File: src/logic/sgc_defs.vh
// constants for the secondary clock gating block: offsets, fields, resets, codes
// assumes the includer works in byte offsets of configuration space
`ifndef SGC_DEFS_VH
`define SGC_DEFS_VH

// byte offsets in configuration space
`define SGC_OFS_GEN_CTRL 8'hD4
`define SGC_OFS_CLK_DISABLE 8'hD8
`define SGC_OFS_CLK_MASK 8'hD9
`define SGC_OFS_CLK_RUN_STATE 8'hDA

// general control fields
`define SGC_POLICY_HI 22
`define SGC_POLICY_LO 20
`define SGC_SCALE_HI 9
`define SGC_SCALE_LO 8
`define SGC_VALUE_HI 7
`define SGC_VALUE_LO 0

// reset values
`define SGC_RST_POLICY 3'h0
`define SGC_RST_SCALE 2'h2
`define SGC_RST_VALUE 8'h5F
`define SGC_RST_CLK_BITS 7'h00

// power limit policy codes
`define SGC_POL_IGNORE 3'h0
`define SGC_POL_PIN 3'h1
`define SGC_POL_SHED 3'h2
`define SGC_POL_SHED_PIN 3'h3

// power scale multipliers, in milliwatt steps per unit of value
`define SGC_MW_SCALE0 18'h003E8
`define SGC_MW_SCALE1 18'h00064
`define SGC_MW_SCALE2 18'h0000A
`define SGC_MW_SCALE3 18'h00001

// secondary clock half period in clk cycles
`define SGC_HALF_PERIOD 2

`endif

File: src/logic/sgc_clock_gate.v
// one gated secondary clock output, built from a shared half-period tick
// assumes tick pulses one cycle each half period, all outputs share it
`timescale 1ns/1ns
module sgc_clock_gate (
    input wire clk,
    input wire rst_n,
    input wire tick,
    input wire run,
    output reg clock_out,
    output reg stopped
);

    // run is only sampled at a rising-edge decision point, so a high phase is never cut short
    always @(posedge clk) begin
        if (!rst_n) begin
            clock_out <= 1'b0;
            stopped <= 1'b0;
        end else if (tick) begin
            if (clock_out) begin
                clock_out <= 1'b0; // always finish the high half
            end else begin
                clock_out <= run;
                stopped <= ~run;
            end
        end
    end

endmodule

File: src/logic/sgc_secondary_clock_gating.v
// secondary clock gating: config registers, power limit check, seven gated clock outputs
// assumes a simple config port synchronous to clk and slot power limit inputs from the link layer
`timescale 1ns/1ns
`include "sgc_defs.vh"
module sgc_secondary_clock_gating #(
    parameter NUM_OUT = 7,
    parameter HALF_PERIOD = `SGC_HALF_PERIOD
) (
    input wire clk,
    input wire reset_n,
    input wire link_reset_n,
    input wire global_reset_in_n,
    input wire [7:0] cfg_addr,
    input wire cfg_wr,
    input wire cfg_rd,
    input wire [3:0] cfg_be,
    input wire [31:0] cfg_wdata,
    output reg [31:0] cfg_rdata,
    output reg cfg_rvalid,
    input wire [7:0] slot_limit_value,
    input wire [1:0] slot_limit_scale,
    output wire [NUM_OUT-1:0] secondary_clock_output,
    output reg power_limit_violation_pin
);

    // scale a value/scale pair to milliwatts; shared by the slot limit and the bridge need
    // the largest product, 255 x 1000, still fits the 18-bit result
    function [17:0] to_mw;
        input [7:0] value;
        input [1:0] scale;
        reg [17:0] mult;
        begin
            case (scale)
                2'h0: mult = `SGC_MW_SCALE0;
                2'h1: mult = `SGC_MW_SCALE1;
                2'h2: mult = `SGC_MW_SCALE2;
                default: mult = `SGC_MW_SCALE3;
            endcase
            to_mw = mult * {10'h000, value};
        end
    endfunction

    // the three reset sources act alike on every register here
    // one edge of any of them is enough, since nothing in this block is sticky
    wire rst_n = reset_n & link_reset_n & global_reset_in_n;

    reg [2:0] policy;
    reg [1:0] min_scale;
    reg [7:0] min_value;
    reg [NUM_OUT-1:0] out_stop;
    reg [NUM_OUT-1:0] out_shed;
    reg violation;
    wire [NUM_OUT-1:0] gate_stopped;

    // byte offsets held as vectors so that their dword index can be sliced
    localparam [7:0] OFS_GEN = `SGC_OFS_GEN_CTRL;
    localparam [7:0] OFS_CLK = `SGC_OFS_CLK_DISABLE;

    // dword match of a byte offset; the two low address bits pick a lane, not a register
    function dword_hit;
        input [7:0] addr;
        input [7:0] ofs;
        begin
            dword_hit = (addr[7:2] == ofs[7:2]);
        end
    endfunction

    // dword decode of the byte offset; the mask and run state bytes are lanes of the disable dword
    wire hit_gen = dword_hit(cfg_addr, OFS_GEN);
    wire hit_clk = dword_hit(cfg_addr, OFS_CLK);

    // general control fields; other bits of that dword belong elsewhere and read zero here
    // reserved policy codes are stored as written and read back, but act like 000
    always @(posedge clk) begin
        if (!rst_n) begin
            policy <= `SGC_RST_POLICY;
            min_scale <= `SGC_RST_SCALE;
            min_value <= `SGC_RST_VALUE;
        end else if (cfg_wr && hit_gen) begin
            if (cfg_be[0]) begin
                min_value <= cfg_wdata[`SGC_VALUE_HI:`SGC_VALUE_LO];
            end
            if (cfg_be[1]) begin
                min_scale <= cfg_wdata[`SGC_SCALE_HI:`SGC_SCALE_LO];
            end
            if (cfg_be[2]) begin
                policy <= cfg_wdata[`SGC_POLICY_HI:`SGC_POLICY_LO];
            end
        end
    end

    // disable in byte 0 and mask in byte 1; bit 7 of each is never stored
    // the run state byte is read-only, so byte lane 2 is ignored on writes
    always @(posedge clk) begin
        if (!rst_n) begin
            out_stop <= `SGC_RST_CLK_BITS;
            out_shed <= `SGC_RST_CLK_BITS;
        end else if (cfg_wr && hit_clk) begin
            if (cfg_be[0]) begin
                out_stop <= cfg_wdata[NUM_OUT-1:0];
            end
            if (cfg_be[1]) begin
                out_shed <= cfg_wdata[8+NUM_OUT-1:8];
            end
        end
    end

    // required power against slot limit; registered to keep the multiply off the gating path
    // a limit exactly equal to the need is not a violation
    wire [17:0] need_mw = to_mw(min_value, min_scale);
    wire [17:0] limit_mw = to_mw(slot_limit_value, slot_limit_scale);
    always @(posedge clk) begin
        if (!rst_n) begin
            violation <= 1'b0;
        end else begin
            violation <= (limit_mw < need_mw);
        end
    end

    // policy codes that let the mask stop clocks; 000, 001 and the reserved codes do nothing here
    function sheds_clocks;
        input [2:0] code;
        begin
            sheds_clocks = (code == `SGC_POL_SHED) || (code == `SGC_POL_SHED_PIN);
        end
    endfunction

    // policy codes that drive the violation pin
    function raises_pin;
        input [2:0] code;
        begin
            raises_pin = (code == `SGC_POL_PIN) || (code == `SGC_POL_SHED_PIN);
        end
    endfunction

    // only the two shedding policies let the mask act
    wire shed_policy = sheds_clocks(policy);
    wire shed_active = shed_policy & violation;
    wire [NUM_OUT-1:0] run = ~(out_stop | (out_shed & {NUM_OUT{shed_active}}));

    // the pin follows the violation only for the pin-raising policies
    always @(posedge clk) begin
        if (!rst_n) begin
            power_limit_violation_pin <= 1'b0;
        end else begin
            power_limit_violation_pin <= violation && raises_pin(policy);
        end
    end

    // shared half-period tick; one divider keeps all output edges on the same ticks, though an output restarted alone can run in antiphase
    // the terminal count is cut to the 8-bit divider on purpose, so HALF_PERIOD stays below 257
    localparam [31:0] TICK_AT_FULL = HALF_PERIOD - 1;
    localparam [7:0] TICK_AT = TICK_AT_FULL[7:0];
    reg [7:0] div_count;
    wire tick = (div_count == TICK_AT);
    always @(posedge clk) begin
        if (!rst_n) begin
            div_count <= 8'h00;
        end else if (tick) begin
            div_count <= 8'h00;
        end else begin
            div_count <= div_count + 8'h01;
        end
    end

    // one gate per output
    // each gate waits for its own low phase before it stops or restarts
    genvar i;
    generate
        for (i = 0; i < NUM_OUT; i = i + 1) begin : g_out
            sgc_clock_gate u_gate (
                .clk(clk),
                .rst_n(rst_n),
                .tick(tick),
                .run(run[i]),
                .clock_out(secondary_clock_output[i]),
                .stopped(gate_stopped[i])
            );
        end
    endgenerate

    // status reports stopped only once every output has really halted
    // limitation: a bus with only some outputs gated still reads as running
    wire all_stopped = &gate_stopped;

    // read data registered one cycle after the strobe; unmapped dwords read zero
    // a write and a read in one cycle return the value from before the write
    reg [31:0] next_rdata;
    always @* begin
        next_rdata = 32'h00000000;
        if (hit_gen) begin
            next_rdata[`SGC_POLICY_HI:`SGC_POLICY_LO] = policy;
            next_rdata[`SGC_SCALE_HI:`SGC_SCALE_LO] = min_scale;
            next_rdata[`SGC_VALUE_HI:`SGC_VALUE_LO] = min_value;
        end else if (hit_clk) begin
            next_rdata[NUM_OUT-1:0] = out_stop; // bit 7 stays zero
            next_rdata[8+NUM_OUT-1:8] = out_shed; // bit 15 stays zero
            next_rdata[16] = all_stopped; // bits 23:17 zero
        end
    end

    // rvalid answers every read strobe, mapped or not, exactly one cycle later
    always @(posedge clk) begin
        if (!rst_n) begin
            cfg_rdata <= 32'h00000000;
            cfg_rvalid <= 1'b0;
        end else begin
            cfg_rvalid <= cfg_rd;
            if (cfg_rd) begin
                cfg_rdata <= next_rdata;
            end
        end
    end

endmodule

File: config.mk
export PLATFORM = sky130hd
export DESIGN_NAME = sgc_secondary_clock_gating
export DESIGN_NICKNAME = d
export VERILOG_FILES = /design/src/logic/sgc_clock_gate.v /design/src/logic/sgc_secondary_clock_gating.v
export VERILOG_INCLUDE_DIRS = /design/src /design/src/logic
export SDC_FILE = /design/constraint.sdc
export NUM_CORES = 1
export LEC_CHECK = 0
export BUFFER_PORTS_ARGS = -buffer_cell sky130_fd_sc_hd__buf_2
export CORE_ASPECT_RATIO = 1.5
export CORE_MARGIN = 2
export CORE_UTILIZATION = 40
export CTS_BUF_LIST = sky130_fd_sc_hd__clkbuf_8
export CTS_CLUSTER_SIZE = 10
export DETAILED_ROUTE_END_ITERATION = 8
export HOLD_SLACK_MARGIN = 0.12
export MAX_ROUTING_LAYER = met4
export PLACE_DENSITY_LB_ADDON = 0.25
export SLEW_MARGIN = 20
export SYNTH_ARGS = -nofsm -noshare
export SYNTH_HDL_FRONTEND = slang
export SYNTH_SLANG_ARGS = --single-unit
File: constraint.sdc
create_clock -name clk -period 9.4 [get_ports clk]
set_clock_uncertainty 0.15 [all_clocks]
set_input_delay 1.88 -clock clk [delete_from_list [all_inputs] [get_ports clk]]
set_output_delay 1.88 -clock clk [all_outputs]
set_load 0.02 [all_outputs]
After elaboration in Yosys (flattened, before gate mapping)
Index checks and enable logic that the tools add are counted.
{"block": "totals", "output_inout_bits": 41, "input_bits": 60, "ff_bits": 71, "elab_cells": 98}
{"block": "classes", "bitwise": 21, "mux": 18, "n_addsub": 1, "n_reduce_logical": 21, "magnitude_cmp": 1, "multipliers": 2, "n_eq_ne": 10}
{"operator": "10-bit case mux with 3 select lines", "count": 2}
{"operator": "18-bit by 8-bit multiplier with 18-bit output", "count": 2}
{"operator": "2-bit AND reduction", "count": 12}
{"operator": "7-bit 2-to-1 mux", "count": 3}
{"operator": "18-bit less-than comparator", "count": 1}
{"operator": "1-bit NOT", "count": 15}
{"operator": "6-bit == test (second input constant)", "count": 2}
{"operator": "1-bit 2-to-1 mux", "count": 10}
{"operator": "8-bit by 1-bit adder with 8-bit output (second input constant)", "count": 1}
{"operator": "8-bit by 1-bit == test with 1-bit output (second input constant)", "count": 1}
{"operator": "7-bit bitwise AND", "count": 1}
{"operator": "7-bit NOT", "count": 1}
{"operator": "7-bit bitwise OR", "count": 1}
{"operator": "7-bit AND reduction", "count": 1}
{"operator": "3-bit by 2-bit == test with 1-bit output (second input constant)", "count": 2}
{"operator": "5-bit 2-to-1 mux", "count": 1}
{"operator": "2-bit by 1-bit == test with 1-bit output (second input constant)", "count": 2}
{"operator": "2-bit == test (second input constant)", "count": 2}
{"operator": "2-bit logical NOT", "count": 2}
{"operator": "1-bit bitwise AND", "count": 3}
{"operator": "3-bit by 1-bit == test with 1-bit output (second input constant)", "count": 1}
{"operator": "1-bit logical AND", "count": 3}
{"operator": "3-bit 2-to-1 mux", "count": 1}
{"operator": "1-bit logical OR", "count": 2}
{"operator": "other kinds (2)", "count": 2}

Depth between registers and ports, before layout
Gate-level depths: netlist (run 1).
{"block": "depth", "word_depth": 7, "mapped_depth": 25}

By module
From an unflattened synthesis (run 1), not the netlist that was laid out.
{"block": "hier_totals", "cells_unflattened": 929, "area_unflattened_um2": 8152.8}
{"mod": "sgc_secondary_clock_gating", "area_each_um2": 7609.8, "cells_per_inst": 880, "seq_area_each_um2": 1141.1, "n_inst": 1}
{"mod": "sgc_clock_gate", "area_each_um2": 77.6, "cells_per_inst": 7, "seq_area_each_um2": 40.0, "n_inst": 7}

Worst setup path before layout (run 1)
OpenSTA, ideal clock, no wires.
{"block": "synth_path", "path_type": "input -> register", "start": "input slot_limit_scale[1]", "end": "register violation", "setup_slack_ns": 2.204, "arrival_time_ns": 6.977, "stages": 23, "setup_time_ns": 0.070, "path_buffers": 2, "cell_sequence": "clkbuf_1 -> inv_1 -> clkbuf_1 -> nand2_1 -> inv_1 -> nand2_1 -> fa_1 -> fa_1 -> fa_1 -> fa_1 -> inv_1 -> ha_1 -> a2111oi_0 -> o21ai_0 -> a2111oi_0 -> nor2b_1 -> xor2_1 -> ha_1 -> a21oi_1 -> o21ai_0 -> nor3_1 -> o211ai_1 -> a21oi_1"}
{"block": "synth_between", "elab_chain_cells": 4}
{"item": "start: declaration", "line_no": "sgc_secondary_clock_gating.v:21", "text": "input wire [1:0] slot_limit_scale,"}
{"item": "2-bit == test (tied with other cells)", "line_no": "sgc_secondary_clock_gating.v:33", "text": "case (scale)"}
{"item": "10-bit case mux with 3 select lines *", "line_no": "sgc_secondary_clock_gating.v:33"}
{"item": "18-bit by 8-bit multiplier with 18-bit output *", "line_no": "sgc_secondary_clock_gating.v:39", "text": "to_mw = mult * {10'h000, value};"}
{"item": "18-bit less-than comparator *", "line_no": "sgc_secondary_clock_gating.v:116", "text": "violation <= (limit_mw < need_mw);"}
{"item": "end signal: assignment", "line_no": "sgc_secondary_clock_gating.v:116"}
{"item": "end: declaration", "line_no": "sgc_secondary_clock_gating.v:52", "text": "reg violation;"}
Mark *: on every way between the ends. The rest lies on a longest branch, timed or not.
A chain may end at the register's enable or synchronous reset.

Final worst setup path (run 1)
Ends and elaborated chain as after synthesis.

==> results.sh, run 1 <==
export IMPL_cts_num_sinks=71
export IMPL_post_route_drc_count=0
export IMPL_finalCritPeriodShare_pct=83.02
export IMPL_arrival_ps=7890
export IMPL_max_slew_margin_pct=31.42
export IMPL_slowest_stage="a2111oi_0"
export IMPL_cp_cell_sequence="buf_2 > inv_1 > nand2_1 > inv_1 > nand2_1 > fa_1 > fa_1 > fa_1 > fa_1 > inv_1 > ha_1 > a2111oi_0 > o21ai_0 > a2111oi_0 > nor2b_1 > xor2_1 > ha_1 > a21oi_1 > o21ai_0 > nor3_1 > o211ai_1 > a21oi_1"
export IMPL_hold_viol_final=0
export IMPL_p_per_area_nw_per_um2=104.0
export IMPL_routed_wl_mm=16.79
export IMPL_crit_type="input pin to flop"
export IMPL_n_fill_cell=2015
export IMPL_fp_row_count=63
export IMPL_max_freq_mhz=128.1
export IMPL_ios=101
export IMPL_yosysUniqueCellTypes=48
export IMPL_synth_area_leaders="fa_1, ha_1, dfxtp_1"
export IMPL_drtIter0Drc=209
export IMPL_finalMaxSlewViolations=0
export IMPL_synthCells=953
export IMPL_numCtsBuffers=9
export IMPL_post_cts_buffers=0
export IMPL_min_path_type="flop to flop"
export IMPL_clk_latency_ps=350
export IMPL_rsz0062_at_grt="no"
export IMPL_yosysWarnings=0
export IMPL_die_x_um=120.5
export IMPL_path_buf_inv=4
export IMPL_fp_dieArea_sq_um=21520
export IMPL_cts_tree="yes"
export IMPL_diodes=0
export IMPL_drtAntennaViolNets=0
export IMPL_cts_root_buf="clkbuf_8"
export IMPL_status="complete, no violations"
export IMPL_grt_max_degree=55
export IMPL_hold_buffers=0
export IMPL_leakage_nw=4.536
export IMPL_track_usage_pct=16.43
export IMPL_finalCriticalPeriod_ps=7804
export IMPL_avgViaCountPerCell=4.909
export IMPL_cts_resized=0
export IMPL_hpwl_mm=14.21
export IMPL_final_util_pct=44.50
export IMPL_ys_ff_latch=71
export IMPL_cp_required_ps=9490
export IMPL_synthTopCellsByCount="inv_1, ha_1, fa_1"
export IMPL_synth_seq_area_share_pct=17.47
export IMPL_synth_edf_count=0
export IMPL_htree_levels=3
export IMPL_clockBufferDepth=2
export IMPL_initial_core_util_pct=40.96
export IMPL_first_pass_iters=5
export IMPL_endpoint_kind="flop"
export IMPL_yosys_area_top_type="fa_1"
export IMPL_worst_pin_slew_ps=1024
export IMPL_syn2layout_area_growth_pct=8.642
export IMPL_setup_violations=0
export IMPL_cp_slowest_stage_delay_ps=600
export IMPL_final_nets=1253
export IMPL_wl_per_cell_um=13.29
export IMPL_cpMostUsedCell="fa_1"
export IMPL_grt_overflow=0
export IMPL_vias=6200
export IMPL_grt_pass1_wl_mm=27.81
export IMPL_fin_setup_tns_ps=0
export IMPL_yosysMostFrequentCell="inv_1"
export IMPL_netlist_area_sq_um=8137
export IMPL_synth_top_cell_area_share_pct=19.68
export IMPL_io_buffers=70
export IMPL_grt_pass1_vias=6237
export IMPL_async_flop_share_pct=0
export IMPL_antenna_found_initial=0
export IMPL_final_layout_size_suffix_gt1_share_pct=9.372
export IMPL_startpoint_type="input pin"
export IMPL_path_delay_family="adder cells"
export IMPL_syn_avg_cell_area_sq_um=8.538
export IMPL_dieHeight_um=178.7
export IMPL_cp_max_fo=20
export IMPL_core_area_sq_um=19860
export IMPL_gp_congestion=0.7957
export IMPL_path_clk_slew_ps=80
export IMPL_drv_cap=0
export IMPL_synthFlopType="dfxtp_1"
export IMPL_ir_drop_v=0.0001899
registers in the layout, summed over array words and instances (netlist names):
name and count:
power_limit_violation_pin 1, cfg_rdata 19, g_out.u_gate.clock_out 7, cfg_rvalid 1, div_count 8, min_value 8, out_stop 7, violation 1
min_scale 2, out_shed 7, policy 3, g_out.u_gate.stopped 7
area by class of cell:
cell class	instances	area [sq um]	share of cell area, %
multi-input combinational	677	5873	66.44
inverter	168	630.6	7.134
timing repair buffer	71	357.8	4.048
clock buffer	11	151.4	1.713
sequential	71	1421	16.08
tap	260	325.3	3.680
clock inverter	5	80.08	0.9059
routing by layer:
layer  vias up  track usage (%)  routed length (um)
li1       3167                -                   -
met1      2890            16.65                6519
met4         0            6.492                 482
met2       109            32.04                9377
met5         -                -                   0
met3        34            1.495                 407
final timing paths:
| path | start | end | slack [ps] | cells past startpoint |
|---|---|---|---|---|
| min reg2reg | cfg_rdata[12] | cfg_rdata[12] | 320 | 2 |
| max reg2reg | min_scale[1] | violation | 2710 | 21 |
| min | cfg_rdata[12] | cfg_rdata[12] | 320 | 2 |
| max | slot_limit_scale[1] | violation | 1600 | 22 |
through the flow:
stage / worst slack (ps) / power (mW) / cells / cell area, sq um / hold WS [ps]
after floorplan: 2204 / 0.5839 / 965 / 8182 / 302.6
after global placement: 1199 / 0.6539 / 1247 / 8608 / 307.3
after detailed placement: 1176 / 0.6535 / 1247 / 8608 / 308.7
after CTS: 1494 / 0.9342 / 1263 / 8840 / 322.8
after global routing: 1351 / 0.9925 / 1263 / 8840 / 326.3
final: 1596 / 0.9192 / 1263 / 8840 / 316.4
power breakdown:
| part | total (mW) | switching [mW] | internal, mW |
|---|---|---|---|
| clock | 0.276 | 0.113 | 0.163 |
| combinational | 0.339 | 0.191 | 0.148 |
| sequential | 0.304 | 0.00163 | 0.303 |
| total | 0.919 | 0.305 | 0.614 |
cell usage in the layout (no fill, tap or decap), types with 19 or more instances in the layout:
master / Yosys / routed
inv_1: 168 / 168
ha_1: 115 / 115
fa_1: 80 / 80
dfxtp_1: 71 / 71
buf_2: 2 / 70
nand2_1: 67 / 67
nor2_1: 61 / 61
a21oi_1: 50 / 50
nand3_1: 32 / 31
and2_1: 28 / 28
nor2b_1: 26 / 26
o21ai_0: 26 / 26
and3_1: 19 / 19
mux2i_1: 19 / 19
logic make-up after synthesis:
logic type                 synth area share [%]
DFF                                       17.47
buffers and inverters                     10.96
and+or+nand+nor                           17.13
AOI/OAI and AO/OA                         11.24
muxes                                     2.337
other                                   0.04609
xor gates and xnor gates                  3.444
adders and majority gates                 37.37
tightest hold or removal path: stages, from the launching register on:
cell and delay [ps]:
dfxtp_1 310, nand2b_1 60, a21oi_1 50
Power figures use the tool's default switching activity.
==> run 2, diff against run 1 <==
Clock period 9.4 ns to 7.9 ns, I/O delays scaled along.
==> results.sh, run 2 (synthesized netlist as in run 1, its figures left out) <==
export IMPL_io_buffers=70
export IMPL_diodes=0
export IMPL_hold_buffers=0
export IMPL_largest_register="cfg_rdata"
export IMPL_cp_cell_sequence="buf_2 > buf_4 > nor2b_1 > nand2_1 > fa_1 > fa_1 > inv_1 > fa_1 > inv_1 > fa_1 > inv_1 > ha_1 > a2111o_1 > a31oi_1 > o31ai_1 > or4b_1 > nand4_1 > ha_1 > nand4_1 > o21ai_0 > nor3_1 > o211ai_1 > a21oi_1"
export IMPL_p_per_area_nw_per_um2=124.4
export IMPL_finalCriticalPeriod_ps=6975
export IMPL_post_route_drc_count=0
export IMPL_setup_violations=0
export IMPL_dp_slack_ps=471.9
export IMPL_clockBufferDepth=2
export IMPL_fin_setup_tns_ps=0
export IMPL_fp_dieArea_sq_um=21520
export IMPL_dieHeight_um=178.7
export IMPL_antenna_found_initial=0
export IMPL_grt_pass1_wl_mm=28.65
export IMPL_syn2layout_area_growth_pct=9.180
export IMPL_post_cts_buffers=0
export IMPL_regArea_sq_um=1421
export IMPL_multi_input_area_sq_um=5879
export IMPL_timing_final_ws_setup_ps=925.4
export IMPL_cp_required_ps=8020
export IMPL_final_nets=1258
export IMPL_stdcell_area_sq_um=8884
export IMPL_gp_congestion=0.8204
export IMPL_layout_common_cells="inv_1, ha_1, fa_1"
export IMPL_avgViaCountPerCell=4.943
export IMPL_ios=101
export IMPL_htree_levels=3
export IMPL_cts_root_buf="clkbuf_8"
export IMPL_grt_max_degree=55
export IMPL_n_fill_cell=2053
export IMPL_initial_core_util_pct=40.96
export IMPL_status="complete, no violations"
export IMPL_hold_viol_final=0
export IMPL_ir_drop_v=0.0001759
export IMPL_cts_tree="yes"
export IMPL_drtAntennaViolNets=0
export IMPL_largestRegisters="cfg_rdata (19), div_count (8), min_value (8)"
export IMPL_crit_type="input pin to flop"
export IMPL_vias=6268
export IMPL_grt_overflow=0
export IMPL_final_common_cell="inv_1"
export IMPL_hpwl_mm=14.57
export IMPL_grt_pass1_vias=6536
export IMPL_wl_per_cell_um=13.52
export IMPL_routed_wl_mm=17.14
export IMPL_fp_row_count=63
export IMPL_clk_latency_ps=360
export IMPL_cpMostUsedCell="fa_1"
export IMPL_cp_slowest_stage_delay_ps=500
export IMPL_place_area_sq_um=8646
export IMPL_largest_reg_flops=19
export IMPL_rsz0062_at_grt="no"
export IMPL_first_pass_iters=4
export IMPL_path_clk_slew_ps=80
export IMPL_arrival_ps=7090
export IMPL_slowest_stage="fa_1"
export IMPL_finalMaxSlewViolations=0
export IMPL_finalCritPeriodShare_pct=88.29
export IMPL_track_usage_pct=16.82
export IMPL_worst_pin_slew_ps=1061
export IMPL_core_area_sq_um=19860
export IMPL_cts_num_sinks=71
export IMPL_max_slew_margin_pct=28.92
export IMPL_startpoint_type="input pin"
export IMPL_drtIter0Drc=180
export IMPL_final_layout_size_suffix_gt1_share_pct=9.821
export IMPL_max_freq_mhz=143.4
export IMPL_min_path_type="flop to flop"
export IMPL_endpoint_kind="flop"
export IMPL_drv_cap=0
export IMPL_die_x_um=120.5
export IMPL_leakage_nw=4.565
export IMPL_cts_resized=0
export IMPL_cp_max_fo=19
export IMPL_numCtsBuffers=9
## run 2: cell types whose count changed in the layout (fill, tap and decap cells not counted), sizes merged
cell,change
buf,+5
## run 2: path summary, 6_finish.rpt
path,from,end,slack [ps],depth (start not counted)
max,slot_limit_scale[1],violation,930,23
min,cfg_rdata[12],cfg_rdata[12],320,2
max reg2reg,min_scale[1],violation,1390,21
min reg2reg,cfg_rdata[12],cfg_rdata[12],320,2
## run 2: area by class of cell
class,instances,area share [%]
flip-flops and latches,71,16.00
multi-input cells,677,66.18
well taps,260,3.662
clock inverters,5,0.9014
clock buffers,11,1.704
repair buffers,76,4.451
inverters,168,7.099
## run 2: layer usage
layer	up-vias	global-route usage, %	part of all wire (%)
li1	3173	-	-
met1	2968	16.65	39
met2	95	33.33	56
met3	32	1.559	2.0
met4	0	6.492	2.9
met5	-	-	0
## run 2: worst max-delay path, delay by kind of cell
family,cells,cell delay (ps)
buffers and inverters,5,420
AO/OA/AOI/OAI,6,1340
AND/OR/NAND/NOR,6,1210
adder cells (fa/ha/maj),6,2540
## run 2: stage by stage
stage	instances	util [%]	hold WS (ps)	power, mW
5_1_grt	1268	44.72	350.2	1.191
2_1_floorplan	965	-	302.6	0.6948
3_3_place_gp	1252	43.52	306.1	0.7847
6_report	1268	44.72	317.6	1.105
4_1_cts	1268	44.69	327.5	1.122
3_5_place_dp	1252	43.52	312.7	0.7863
## run 2: power by group
group | internal (mW) | leakage (nW) | total [mW] | switching (mW)
combinational | 0.182 | 3.88 | 0.410 | 0.228
clock | 0.194 | 0.112 | 0.333 | 0.138
sequential | 0.360 | 0.573 | 0.363 | 0.00237
==> run 3, diff against run 2 <==
Settings changed: ABC_AREA from default to 1, CORE_MARGIN 2 to default.
==> results.sh, run 3 <==
export IMPL_routed_wl_mm=19.70
export IMPL_hpwl_mm=16.84
export IMPL_synth_seq_area_share_pct=16.10
export IMPL_stdcell_count=1619
export IMPL_drv_cap=0
export IMPL_rsz0062_at_grt="no"
export IMPL_max_freq_mhz=154.9
export IMPL_yosysWarnings=0
export IMPL_avgViaCountPerCell=4.611
export IMPL_muxShareOfSynthArea_pct=0
export IMPL_synth_edf_count=0
export IMPL_synthSimpleGateAreaFrac_pct=28.48
export IMPL_final_layout_size_suffix_gt1_share_pct=7.424
export IMPL_synthCells=1291
export IMPL_cp_slowest_stage_delay_ps=510
export IMPL_clk_latency_ps=350
export IMPL_diodes=0
export IMPL_core_area_sq_um=21640
export IMPL_ys_ff_latch=71
export IMPL_ios=101
export IMPL_p_per_area_nw_per_um2=123.3
export IMPL_cts_num_sinks=71
export IMPL_wl_per_cell_um=12.17
export IMPL_max_slew_margin_pct=40.62
export IMPL_cts_resized=0
export IMPL_antenna_found_initial=0
export IMPL_syn_avg_cell_area_sq_um=6.839
export IMPL_placed_cells=1603
export IMPL_io_buffers=70
export IMPL_synthTopCellsByCount="nand2_1, inv_1, nor2_1"
export IMPL_startpoint="slot_limit_scale[0]"
export IMPL_cts_root_buf="clkbuf_8"
export IMPL_track_usage_pct=19.43
export IMPL_status="complete, no violations"
export IMPL_syn2layout_area_growth_pct=8.233
export IMPL_final_common_cell="nand2_1"
export IMPL_finalPower_mw=1.179
export IMPL_synthFlopType="dfxtp_1"
export IMPL_hold_viol_final=0
export IMPL_yosys_area_top_type="fa_1"
export IMPL_path_delay_family="adder cells"
export IMPL_grt_max_degree=50
export IMPL_netlist_area_sq_um=8830
export IMPL_yosysMostFrequentCell="nand2_1"
export IMPL_fp_dieArea_sq_um=22680
export IMPL_cp_max_fo=11
export IMPL_finalMaxSlewViolations=0
export IMPL_layout_common_cells="nand2_1, inv_1, nor2_1"
export IMPL_clockBufferDepth=2
export IMPL_synthAdderAreaFrac_pct=34.43
export IMPL_path_clk_slew_ps=70
export IMPL_largestRegisters="cfg_rdata (19), div_count (8), min_value (8)"
export IMPL_startpoint_type="input pin"
export IMPL_post_cts_buffers=0
export IMPL_hold_buffers=0
export IMPL_finalCritPeriodShare_pct=81.71
export IMPL_grt_overflow=0
export IMPL_synth_area_leaders="fa_1, ha_1, dfxtp_1"
export IMPL_fin_setup_tns_ps=0
export IMPL_min_from="g_out[5].u_gate.clock_out"
export IMPL_worst_pin_slew_ps=890.7
export IMPL_first_pass_iters=5
export IMPL_numCtsBuffers=9
export IMPL_ir_drop_v=0.0001780
export IMPL_synth_compound_area_share_pct=2.919
export IMPL_path_buf_inv=7
export IMPL_crit_type="input pin to flop"
export IMPL_synth_top_family_by_area="adder cells"
export IMPL_grt_pass1_vias=7708
export IMPL_endpoint_kind="flop"
export IMPL_grt_pass1_wl_mm=33.99
export IMPL_largest_register="cfg_rdata"
export IMPL_synth_top_cell_area_share_pct=18.14
export IMPL_arrival_ps=6560
export IMPL_drtAntennaViolNets=0
export IMPL_largest_reg_flops=19
export IMPL_r2r_start="min_scale[0]"
export IMPL_cts_tree="yes"
export IMPL_n_fill_cell=2306
export IMPL_dieHeight_um=184.0
export IMPL_final_nets=1597
export IMPL_gp_congestion=0.8401
export IMPL_finalCriticalPeriod_ps=6455
export IMPL_async_flop_share_pct=0
export IMPL_fp_row_count=66
export IMPL_setup_violations=0
export IMPL_synth_xor_area_share_pct=2.083
export IMPL_min_path_type="flop to flop"
export IMPL_leakage_nw=5.672
export IMPL_initial_core_util_pct=40.81
export IMPL_die_x_um=123.3
export IMPL_vias=7466
export IMPL_cp_required_ps=8010
export IMPL_yosysUniqueCellTypes=32
export IMPL_drtIter0Drc=252
export IMPL_post_route_drc_count=0
export IMPL_htree_levels=3
export IMPL_slowest_stage="fa_1"
==> run 3: layout make-up <==
type | count | area [sq um] | area share [%]
timing repair buffer | 71 | 357.8 | 3.744
multi-input combinational | 884 | 6046 | 63.26
sequential | 71 | 1421 | 14.87
tap | 272 | 340.3 | 3.561
clock inverter | 6 | 108.9 | 1.139
inverter | 305 | 1145 | 11.98
clock buffer | 10 | 137.6 | 1.440
==> run 3: cell families after synthesis <==
group                      after synthesis
other                                    1
DFF                                     71
xor gates and xnor gates                21
adders and majority gates              195
AOI/OAI and AO/OA                       50
buffers and inverters                  348
and+or+nand+nor                        605
==> run 3: where the power goes <==
group	switching (mW)	internal (mW)
combinational	0.285	0.174
sequential	0.00192	0.361
clock	0.140	0.217
==> run 3: per-layer routing <==
metal / track usage [%] / wire length [um]
met1: 18.31 / 7462
met4: 7.181 / 667
met3: 1.520 / 441
met2: 39.31 / 11130
met5: - / 0
==> run 3: path summary, 6_finish.rpt <==
path / end / slack [ps] / cells after the start
worst max-delay path: violation / 1450 / 26
worst max register to register: violation / 2030 / 25
worst min register to register: g_out[5].u_gate.clock_out / 310 / 2
worst min-delay path: g_out[5].u_gate.clock_out / 310 / 2
==> run 3: tightest hold or removal path, delay by kind of cell, from the launching register on <==
| kind | cells | cell delay, ps |
|---|---|---|
| flip-flops | 1 | 320 |
| AND/OR/NAND/NOR | 2 | 100 |
==> run 3: metrics by stage <==
stage | setup slack [ps] | util [%] | instance area [sq um] | hold slack [ps]
2_1_floorplan | 1750 | - | 8875 | 283.7
3_3_place_gp | 1075 | 43.03 | 9310 | 298.1
3_5_place_dp | 1059 | 43.03 | 9310 | 303.8
4_1_cts | 1390 | 44.17 | 9557 | 317.5
5_1_grt | 998.3 | 44.17 | 9557 | 326.5
6_report | 1445 | 44.17 | 9557 | 312.8
